==> config.mk <==
export PLATFORM = sky130hd
export DESIGN_NAME = cbpm_csr
export DESIGN_NICKNAME = d
export VERILOG_FILES = /design/src/cbpm_pkg.sv /design/src/cbpm_csr.sv
export SDC_FILE = /design/constraint.sdc
export NUM_CORES = 1
export LEC_CHECK = 0
export BUFFER_PORTS_ARGS = -buffer_cell sky130_fd_sc_hd__clkbuf_2
export CORE_UTILIZATION = 34
export DETAILED_ROUTE_END_ITERATION = 8
export PLACE_DENSITY_LB_ADDON = 0.05
export SLEW_MARGIN = 20
export SYNTH_ARGS = -nofsm -noshare
export SYNTH_HDL_FRONTEND = slang
export SYNTH_SLANG_ARGS = --single-unit
==> constraint.sdc <==
create_clock -name mclk_i -period 1.2 [get_ports mclk_i]
set_input_delay 0 -clock mclk_i [delete_from_list [all_inputs] [get_ports mclk_i]]
set_output_delay 0 -clock mclk_i [all_outputs]
set_load 0.02 [all_outputs]
==> src/cbpm_pkg.sv <==
// Constants for the CardBus power-management control and status registers
package cbpm_pkg;

   // ************************************************************
   // Configuration space layout
   // ************************************************************
   localparam logic [7:0]  CBPM_PMCSR_OFS     = 8'ha4;  // Control/status word, bytes a4-a5
   localparam logic [7:0]  CBPM_BRIDGE_OFS    = 8'ha6;  // Bridge extension byte
   localparam logic [7:0]  CBPM_DWORD_MASK    = 8'hfc;  // Dword-aligned decode
   localparam int          CBPM_BRIDGE_LANE   = 2;      // Byte lane of offset a6

   // ************************************************************
   // Field positions
   // ************************************************************
   localparam int          CBPM_STATUS_BIT    = 15;     // wake_status, write 1 to clear
   localparam int          CBPM_ENABLE_BIT    = 8;      // wake_enable
   localparam int          CBPM_PSTATE_LSB    = 0;      // power_state_field, 2 bits
   localparam int          CBPM_BPCC_BIT      = 7;      // bus_pwr_clk_ctrl_enable
   localparam int          CBPM_ACTION_BIT    = 6;      // d3hot_secondary_action
   localparam int          CBPM_LO_LANE       = 0;      // Byte lane holding power state
   localparam int          CBPM_HI_LANE       = 1;      // Byte lane holding enable/status

   // ************************************************************
   // Reset values
   // ************************************************************
   localparam logic [15:0] CBPM_PMCSR_RST     = 16'h0000;
   localparam logic [7:0]  CBPM_BRIDGE_RST    = 8'hc0;  // Control enabled, clock stop in D3hot

   // ************************************************************
   // Power states
   // ************************************************************
   typedef enum logic [1:0] {
      CBPM_D0    = 2'h0,
      CBPM_D1    = 2'h1,
      CBPM_D2    = 2'h2,
      CBPM_D3HOT = 2'h3
   } cbpm_pstate_t;

endpackage : cbpm_pkg

==> src/cbpm_csr.sv <==
// Power-management control/status register bank of the CardBus function
// ************************************************************
module cbpm_csr
   import cbpm_pkg::*;
(
   input  wire logic        mclk_i,             // PCI clock, 100 MHz
   input  wire logic        rst_i,              // Global reset, async, active high
   input  wire logic        secondary_reset_in_n_i, // Secondary reset pin, active low
   input  wire logic [7:0]  cfg_addr_i,         // Config byte address
   input  wire logic        cfg_wr_i,           // Config write strobe, one cycle
   input  wire logic        cfg_rd_i,           // Config read strobe, one cycle
   input  wire logic [3:0]  cfg_be_i,           // Byte enables
   input  wire logic [31:0] cfg_wdata_i,        // Write data
   output logic      [31:0] cfg_rdata_o,        // Read data, valid cycle after cfg_rd_i
   input  wire logic        wake_event_i,       // Function wake condition, one-cycle pulse
   output logic             wake_n_o,           // Open-drain wake pin level, always low
   output logic             wake_oe_o,          // High while pulling wake pin low
   output logic             d3hot_exit_reset_o, // Internal reset pulse on D3hot to D0
   output logic             wake_context_keep_o,// Other blocks keep wake context
   output logic             sec_clk_stop_o,     // Secondary bus clock stopped (B2)
   output logic             sec_power_off_o     // Secondary bus power removed (B3)
);

   // ************************************************************
   // Pin synchroniser for the secondary reset
   // ************************************************************
   logic          srst_meta_r;
   logic          srst_sync_r;

   // First stage read only by the second
   always_ff @(posedge mclk_i or posedge rst_i) begin
      if (rst_i) begin
         srst_meta_r <= 1'b1;
         srst_sync_r <= 1'b1;
      end else begin
         srst_meta_r <= secondary_reset_in_n_i;
         srst_sync_r <= srst_meta_r;
      end
   end

   wire           sec_reset = ~srst_sync_r;

   // ************************************************************
   // Register state
   // ************************************************************
   cbpm_pstate_t  pstate_r;
   cbpm_pstate_t  pstate_nxt;
   logic          wake_status_r;
   logic          wake_status_nxt;
   logic          wake_enable_r;
   logic          wake_enable_nxt;
   logic          exit_pulse_r;
   logic [31:0]   rdata_r;
   logic          oe_r;
   logic          clk_stop_r;
   logic          pwr_off_r;

   // Bridge byte is fixed; both fields are read-only
   wire   [7:0]   bridge_byte = CBPM_BRIDGE_RST;
   wire           bus_pwr_clk_ctrl_enable     = bridge_byte[CBPM_BPCC_BIT];
   wire           d3_action   = bridge_byte[CBPM_ACTION_BIT];

   // ************************************************************
   // Helper functions
   // ************************************************************
   // Byte lane write qualifier, shared by both writable lanes
   function automatic logic lane_write(input logic       wr,
                                       input logic       sel,
                                       input logic [3:0] be,
                                       input int         lane);
      return wr & sel & be[lane];
   endfunction

   // Power state as it stands after this edge; a held secondary
   // reset wins, so the bus actions never run ahead of the state
   function automatic cbpm_pstate_t pstate_after(input logic         wr,
                                                  input logic [1:0]   code,
                                                  input cbpm_pstate_t cur,
                                                  input logic         hold_d0);
      cbpm_pstate_t nxt;
      nxt = wr ? cbpm_pstate_t'(code) : cur;
      if (hold_d0) begin
         nxt = CBPM_D0;
      end
      return nxt;
   endfunction

   // True for a write that takes the function from D3hot to D0
   function automatic logic leaves_d3hot(input cbpm_pstate_t cur,
                                         input logic         wr,
                                         input logic [1:0]   code);
      return (cur == CBPM_D3HOT) & wr & (cbpm_pstate_t'(code) == CBPM_D0);
   endfunction

   // ************************************************************
   // Access decode
   // ************************************************************
   wire           hit     = (cfg_addr_i & CBPM_DWORD_MASK) == CBPM_PMCSR_OFS;
   wire           wr_lo   = lane_write(cfg_wr_i, hit, cfg_be_i, CBPM_LO_LANE);
   wire           wr_hi   = lane_write(cfg_wr_i, hit, cfg_be_i, CBPM_HI_LANE);
   wire           clr_st  = wr_hi & cfg_wdata_i[CBPM_STATUS_BIT];
   wire   [1:0]   new_ps  = cfg_wdata_i[CBPM_PSTATE_LSB +: 2];

   // Status and enable words as software sees them
   logic  [15:0]  pmcsr_word;
   always_comb begin
      pmcsr_word                                = CBPM_PMCSR_RST;
      pmcsr_word[CBPM_STATUS_BIT]               = wake_status_r;
      pmcsr_word[CBPM_ENABLE_BIT]               = wake_enable_r;
      pmcsr_word[CBPM_PSTATE_LSB +: 2]          = pstate_r;
   end

   wire   [31:0]  rd_word = hit ? {8'h00, bridge_byte, pmcsr_word} : 32'h0000_0000;

   // ************************************************************
   // Next-state logic
   // ************************************************************
   // Event beats a same-cycle clear so no wake is lost
   assign wake_status_nxt = wake_event_i | (wake_status_r & ~clr_st);
   assign wake_enable_nxt = wr_hi ? cfg_wdata_i[CBPM_ENABLE_BIT] : wake_enable_r;
   assign pstate_nxt      = pstate_after(wr_lo, new_ps, pstate_r, sec_reset);

   // Leaving D3hot for D0 triggers the internal reset elsewhere
   wire           d3_exit = leaves_d3hot(pstate_r, wr_lo, new_ps);

   // ************************************************************
   // Registers under global reset; power state also under secondary reset
   // ************************************************************
   // The D3hot exit pulse never touches these flops
   always_ff @(posedge mclk_i or posedge rst_i) begin
      if (rst_i) begin
         wake_enable_r <= CBPM_PMCSR_RST[CBPM_ENABLE_BIT];
         wake_status_r <= CBPM_PMCSR_RST[CBPM_STATUS_BIT];
      end else begin
         wake_enable_r <= wake_enable_nxt;
         wake_status_r <= wake_status_nxt;
      end
   end

   // Power state also cleared by secondary reset, kept on D3hot exit
   always_ff @(posedge mclk_i or posedge rst_i) begin
      if (rst_i) begin
         pstate_r <= CBPM_D0;
      end else if (sec_reset) begin
         pstate_r <= CBPM_D0;
      end else begin
         pstate_r <= pstate_nxt;
      end
   end

   // ************************************************************
   // Outputs
   // ************************************************************
   // Wake pulled low only while status and enable are both set
   always_ff @(posedge mclk_i or posedge rst_i) begin
      if (rst_i) begin
         oe_r <= 1'b0;
      end else begin
         oe_r <= wake_status_nxt & wake_enable_nxt;
      end
   end

   // Secondary bus actions only through the enabled control mechanism
   wire           in_d3 = (pstate_nxt == CBPM_D3HOT) & bus_pwr_clk_ctrl_enable;

   always_ff @(posedge mclk_i or posedge rst_i) begin
      if (rst_i) begin
         clk_stop_r <= 1'b0;
         pwr_off_r  <= 1'b0;
      end else begin
         clk_stop_r <= in_d3 & d3_action;
         pwr_off_r  <= in_d3 & ~d3_action;
      end
   end

   // Reset pulse and read data
   always_ff @(posedge mclk_i or posedge rst_i) begin
      if (rst_i) begin
         exit_pulse_r <= 1'b0;
         rdata_r      <= 32'h0000_0000;
      end else begin
         exit_pulse_r <= d3_exit & ~sec_reset;
         rdata_r      <= cfg_rd_i ? rd_word : rdata_r;
      end
   end

   assign cfg_rdata_o         = rdata_r;
   assign wake_n_o            = 1'b0;
   assign wake_oe_o           = oe_r;
   assign d3hot_exit_reset_o  = exit_pulse_r;
   assign wake_context_keep_o = wake_enable_r;
   assign sec_clk_stop_o      = clk_stop_r;
   assign sec_power_off_o     = pwr_off_r;

endmodule // cbpm_csr

### Yosys cells after proc, flatten, opt, wreduce, memory -nomap -nowiden

Cells that the tools add are included.

* output and inout port bits: 38
* register bits: 41

* muxes and demuxes: 5
* reduce and logical (&&, ||, !) cells: 1
* bitwise gates (word level): 11
* equal/unequal tests: 3

Operators by type and width (number)
* $mux W24: 1
* $and A1 B1 Y1: 9
* $eq A6 B6 Y1 const B: 1
* $mux W2: 3
* $eq A2 B2 Y1 const B: 2
* $logic_not A2 Y1: 1
* $mux W1: 1
* $not A1 Y1: 1
* $or A1 B1 Y1: 1

### Longest topological paths before layout

Gate-level depths: netlist (run 1).

* word-level depth: 8
* gate-level depth with buffers: 3
* depth with buffers taken out: 3

### Worst setup path after synthesis (run 1)

Ideal clock, no wire load.

* path type: reg2reg
* start: register srst_sync_r
* end: register exit_pulse_r (netlist: d3hot_exit_reset_o)
* arrival time: 0.881 ns
* cell stages (with the launch flop): 3
* clock period less this slack: 0.986 ns
* library setup time: 0.105 ns
* slack: 0.214 ns
* cell sequence: dfstp_2 nand3_1 nor4b_1

* cells in the longest elaborated chain, start to end: 1

Ends and longest elaborated chain
* start: declaration: line cbpm_csr.sv:28 `logic srst_sync_r;`
* start signal: assignment: line cbpm_csr.sv:37 `srst_sync_r <= srst_meta_r;`
* $and A1 B1 Y1: line cbpm_csr.sv:182 `exit_pulse_r <= d3_exit & ~sec_reset;`
* end signal: assignment: line cbpm_csr.sv:182
* end: declaration: line cbpm_csr.sv:52 `logic exit_pulse_r;`

Every way passes these cells.
A chain may end at the register's enable or synchronous reset.

### Worst setup path in the final report (run 1)

Ends and elaborated chain as after synthesis.

==> reports/metrics.csv, run 1 <==
stage;metric;value;unit
run_status;status;complete, no violations;
worst_setup_path;r2r_end;d3hot_exit_reset_o;
global_routing;grt.total_usage;10.7;%
logic_synthesis;synth_top_family_by_area;buffers and inverters;
floorplan;start_util;36.8;%
clock_network;cts_tree;done;
logic_synthesis;synth-seq-cells;14;
drt;firstDrtPassIters;4;
global_routing;grt_max_degree;15;
finish;fill_cells;233;
logic_synthesis;synthCells;84;
floorplan;std_cell_rows;17;
hold_path;hold_depth;2;
sta;drv_slew;0;
worst_setup_path;path_class;flip-flop to flip-flop;
finish;multiInputGateArea;337;sq um
clock_network;clk_latency;280;ps
logic_synthesis;muxShareOfSynthArea;7.39;%
hold_path;min_to;cfg_rdata_o[22];
clock_network;clock_path_buffers;2;
drt;met2_length;652;um
logic_synthesis;syn_area_per_cell;9.88;sq um
finish;syn_to_final_growth;20.5;%
worst_setup_path;start_kind;flip-flop;
logic_synthesis;yosysSeqAreaShare;42.5;%
worst_setup_path;ff2ff_path_depth;2;
drt;wl_per_cell;9.05;um
sta;max_freq;893;MHz
global_routing;grt_pass1_vias;487;
clock_network;path_clk_slew;90;ps
finish;diodes;0;
worst_setup_path;rr_startpoint;srst_sync_r;
pwr;p_leak;0.512;nW
worst_setup_path;arrival;1300;ps
floorplan;die_h;51.4;um
worst_setup_path;regToRegSetupSlack;80;ps
drt;route.met3.wl;117;um
clock_network;cts_made_buffers;3;
logic_synthesis;synth-simple-area-share;14.8;%
sta;finalSetupViolations;0;
drt;drc_errors;0;
clock_network;htree_levels;1;
finish;fin_nets;171;
floorplan;core;2250;sq um
pwr;total_power;0.00101;W
clock_network;cts_num_sinks;14;
drt;drt_wl_total;1340;um
pwr;p_per_area;1010;nW/um^2
floorplan;ioPinCount;88;
hold_path;worstHoldPathType;primary input to flip-flop;
pwr;ir_drop;0.000484;V
placed_design;dpl.cell_count;137;
logic_synthesis;synthAdderAreaFrac;0;%
floorplan;dieArea;2640;sq um
worst_setup_path;crit_required;1380;ps
logic_synthesis;synth_xor_area_share;0;%
global_routing;grt_first_pass_wirelength;2060;um
drt;vias_per_cell;3.99;
logic_synthesis;synthesis.area;830;sq um
logic_synthesis;ys_warn_count;0;
sta;tightestPinTransition;545;ps
placed_design;portBuffers;27;
finish;layout-drive-gt1-share;31.7;%
floorplan;die_x;51.4;um
clock_network;root_buffer;clkbuf_4;
sta;skew;3.44;ps
placed_design;dpl.hpwl;965;um
hold_path;hp-start;cfg_rd_i;
sta;slew_headroom;63.6;%
sta;period_share;93.3;%
global_routing;antenna_found_initial;0;
sta;fin_crit;1120;ps
drt;via_count;591;
finish;fin_cells;148;
global_routing;grt_remaining_overflow;0;
clock_network;post-cts-setup-buffers;0;
drt;m1WireLength;571;um
drt;drtIter0Drc;5;
worst_setup_path;setup.worst_path.end_class;flip-flop;
drt;ant_nets;0;
placed_design;gp_congestion;0.636;
logic_synthesis;synth_compound_area_share;4.98;%
flow_run;cap_viol_max_count;0;
logic_synthesis;synthDistinctLibCells;19;
worst_setup_path;cp_max_fo;6;
drt;highest_layer;met3;
finish;seqCellArea;353;sq um
sta;finalHoldViolCount;0;
layout make-up:
cell class | instances | share of cell area, %
clock buffer | 4 | 3.63
inverter | 7 | 2.63
multi-input combinational | 60 | 33.7
sequential | 14 | 35.3
tap | 28 | 3.50
timing repair buffer | 35 | 21.3
per-layer routing:
metal | track usage [%] | vias to the layer above
li1 | - | 286
met1 | 14.0 | 265
met5 | 0 | -
met3 | 2.68 | 0
met4 | 5.41 | 0
met2 | 16.0 | 40
repair_timing:
| action | 4_1_cts | 5_1_grt |
|---|---|---|
| hold buffers | 7 | 0 |
| endpoints found under the setup margin | 0 | 1 |
| endpoints found under the hold margin | 20 | 0 |
| gates resized for setup | 0 | 1 |
stage by stage:
stage	TNS, ps	cell area, sq um	hold WS, ps	util, %	setup WS, ps
detailed placement	0	887	69.3	39.3	95.9
finish	0	1000	38.0	44.3	80.6
global placement	0	887	58.6	39.3	131
global route	-70.0	1000	50.4	44.3	-70.0
floorplan	0	931	-112	-	214
CTS	0	993	25.2	44.1	70.2
flip-flops by register name, indices dropped and copies added (netlist names):
| signal | cells |
|---|---|
| cfg_rdata_o | 5 |
| pstate_r | 2 |
| d3hot_exit_reset_o | 1 |
| sec_clk_stop_o | 1 |
| srst_meta_r | 1 |
| srst_sync_r | 1 |
| wake_context_keep_o | 1 |
| wake_oe_o | 1 |
| wake_status_r | 1 |
power breakdown:
part	internal [W]	switching, W
clock network	0.000184	0.000155
registers	0.000484	0.00000695
logic	0.0000544	0.000127
total	0.000723	0.000289
synth_stat cells, drive strengths merged:
cell / count / area share [%]
o22ai: 4 / 3.0
a31oi: 1 / 0.75
nand4b: 2 / 2.1
mux2: 1 / 1.4
or3b: 1 / 1.4
dfrtp: 12 / 36
buf: 29 / 26
nor2b: 1 / 0.75
nand3: 2 / 1.2
nor4b: 1 / 1.1
o21ai: 2 / 1.2
inv: 7 / 3.2
conb: 1 / 0.45
nor2: 3 / 1.4
nand4bb: 1 / 3.3
clkbuf: 1 / 0.45
nand2: 8 / 3.6
mux2i: 5 / 6.0
dfstp: 2 / 6.3
placed cells by master, fill, tap and decap left out, drive strengths merged:
| cell | n |
|---|---|
| o22ai | 4 |
| or3b | 1 |
| nand4bb | 1 |
| buf | 1 |
| nand2 | 8 |
| a31oi | 1 |
| nor2b | 1 |
| dfrtp | 12 |
| dfstp | 2 |
| nand4b | 2 |
| nand3 | 2 |
| o21ai | 2 |
| mux2i | 5 |
| nor4b | 1 |
| dlygate4sd3 | 7 |
| inv | 7 |
| mux2 | 1 |
| conb | 28 |
| nor2 | 3 |
| clkbuf | 31 |
critical path, cell delays in order, from the launching register on:
cell,delay (ps)
dfstp_2,580
nand3_1,140
nor4b_2,300
logic make-up (layout without fill, tap and decap cells):
kind of cell | Yosys count | after routing
buf+inv | 37 | 46
simple gates | 19 | 19
flops | 14 | 14
compound gates | 7 | 7
mux | 6 | 6
other cells | 1 | 28
worst max-delay path by stage:
stage / from / to / slack [ps] / cells past startpoint
after floorplan: srst_sync_r / d3hot_exit_reset_o / 210 / 2
after global placement: srst_sync_r / d3hot_exit_reset_o / 130 / 2
after detailed placement: srst_sync_r / d3hot_exit_reset_o / 100 / 2
after CTS: srst_sync_r / d3hot_exit_reset_o / 70 / 2
after global routing: srst_sync_r / d3hot_exit_reset_o / -70 / 2
final: srst_sync_r / d3hot_exit_reset_o / 80 / 2
(Power assumes the default switching activity.)
==> run 2, diff against run 1 <==
--- a/config.mk
+++ b/config.mk
@@ -8,6 +8,7 @@
 export BUFFER_PORTS_ARGS = -buffer_cell sky130_fd_sc_hd__clkbuf_2
 export CORE_UTILIZATION = 34
 export DETAILED_ROUTE_END_ITERATION = 8
+export MAX_ROUTING_LAYER = met4
 export PLACE_DENSITY_LB_ADDON = 0.05
 export SLEW_MARGIN = 20
 export SYNTH_ARGS = -nofsm -noshare
==> reports/metrics.csv, run 2 (same netlist as run 1, synthesis figures left out) <==
stage;metric;value;unit
run_status;status;complete, no violations;
clock_network;cts_made_buffers;3;
finish;layout_commonest_cell;conb_1;
clock_network;path_clk_slew;90;ps
finish;seqCellArea;353;sq um
drt;firstDrtPassIters;4;
floorplan;std_cell_rows;17;
clock_network;root_buffer;clkbuf_4;
finish;final_cell_mix;conb_1 (28), clkbuf_2 (27), dfrtp_1 (12);
drt;drt_wl_total;1340;um
worst_setup_path;arrival;1300;ps
placed_design;dp_slack;95.9;ps
placed_design;gp_congestion;0.641;
pwr;total_power;0.00101;W
floorplan;die_x;51.4;um
clock_network;cts_num_sinks;14;
pwr;ir_drop;0.000484;V
pwr;p_leak;0.512;nW
finish;multiInputGateArea;337;sq um
floorplan;dieArea;2640;sq um
finish;fin_util;44.3;%
placed_design;portBuffers;27;
floorplan;core;2250;sq um
clock_network;post-cts-setup-buffers;0;
clock_network;htree_levels;1;
sta;skew;3.45;ps
global_routing;grt_first_pass_wirelength;2060;um
finish;stdcell_area;1000;sq um
worst_setup_path;cp_max_fo;6;
worst_setup_path;start_kind;flip-flop;
worst_setup_path;crit_required;1380;ps
clock_network;clk_latency;280;ps
pwr;p_per_area;1010;nW/um^2
global_routing;grt_pass1_vias;484;
drt;drtIter0Drc;5;
worst_setup_path;path_class;flip-flop to flip-flop;
sta;fin_crit;1120;ps
global_routing;antenna_found_initial;0;
finish;largest_reg_flops;5;
finish;fill_cells;233;
placed_design;dpl.hpwl;965;um
finish;syn_to_final_growth;20.5;%
clock_network;cts_tree;done;
hold_path;worstHoldPathType;primary input to flip-flop;
flow_run;cap_viol_max_count;0;
placed_design;placed_cell_area;887;sq um
worst_setup_path;setup.worst_path.end_class;flip-flop;
drt;drc_errors;0;
sta;period_share;93.3;%
sta;finalHoldViolCount;0;
sta;finalSetupViolations;0;
drt;wl_per_cell;9.05;um
finish;layout-drive-gt1-share;31.7;%
finish;diodes;0;
drt;vias_per_cell;4.01;
sta;max_freq;893;MHz
floorplan;ioPinCount;88;
sta;slew_headroom;63.6;%
finish;fin_nets;171;
global_routing;grt_max_degree;15;
global_routing;grt.total_usage;11.0;%
sta;finalWorstSetupSlack;80.6;ps
sta;setup_tns;0;ps
sta;drv_slew;0;
drt;via_count;593;
floorplan;start_util;36.8;%
global_routing;grt_remaining_overflow;0;
clock_network;clock_path_buffers;2;
floorplan;die_h;51.4;um
sta;tightestPinTransition;545;ps
drt;ant_nets;0;
[run 2: cell counts in the layout (fill, tap and decap cells not counted)]
Identical to the previous run, type by type.
[run 2: final cells by class]
cell class | count | area share, %
timing repair buffer | 35 | 21.3
clock buffer | 4 | 3.63
multi-input combinational | 60 | 33.7
sequential | 14 | 35.3
inverter | 7 | 2.63
tap | 28 | 3.50
[run 2: worst max-delay path, stage by stage, from the launching register on]
cell     delay, ps
dfstp_2        580
nand3_1        140
nor4b_2        300
[run 2: worst paths after layout]
check | start | endpoint | slack (ps) | cells after the start
setup reg to reg | srst_sync_r | d3hot_exit_reset_o | 80 | 2
setup / recovery | srst_sync_r | d3hot_exit_reset_o | 80 | 2
max in group asynchronous | rst_i | cfg_rdata_o[0] | 560 | 3
hold / removal | cfg_rd_i | cfg_rdata_o[22] | 40 | 2
min in group asynchronous | rst_i | sec_clk_stop_o | 280 | 3
hold reg to reg | srst_meta_r | srst_sync_r | 360 | 0
[run 2: per-stage QoR]
stage / instances / hold WS, ps
finish: 148 / 38.0
global route: 148 / 50.4
CTS: 148 / 25.2
detailed placement: 137 / 69.3
global placement: 137 / 58.6
floorplan: 111 / -112
[run 2: timing repair]
action | in CTS | in global routing
endpoints found under the setup margin | 0 | 1
hold buffers | 7 | 0
hold endpoints to repair | 20 | 0
gates resized for setup | 0 | 1
[run 2: per-layer routing]
layer | global-route usage (%) | routed length [um] | up-vias
met5 | - | 0 | -
met4 | 5.41 | 6 | 0
met3 | 2.68 | 117 | 2
met2 | 16.0 | 645 | 40
met1 | 14.0 | 571 | 265
li1 | - | - | 286
[run 2: report_power, final]
group          switching, W  total [W]  leakage, nW  internal (W)
Sequential       0.00000695   0.000491        0.183      0.000484
Clock              0.000155   0.000340       0.0210      0.000184
Combinational      0.000127   0.000182        0.308     0.0000544
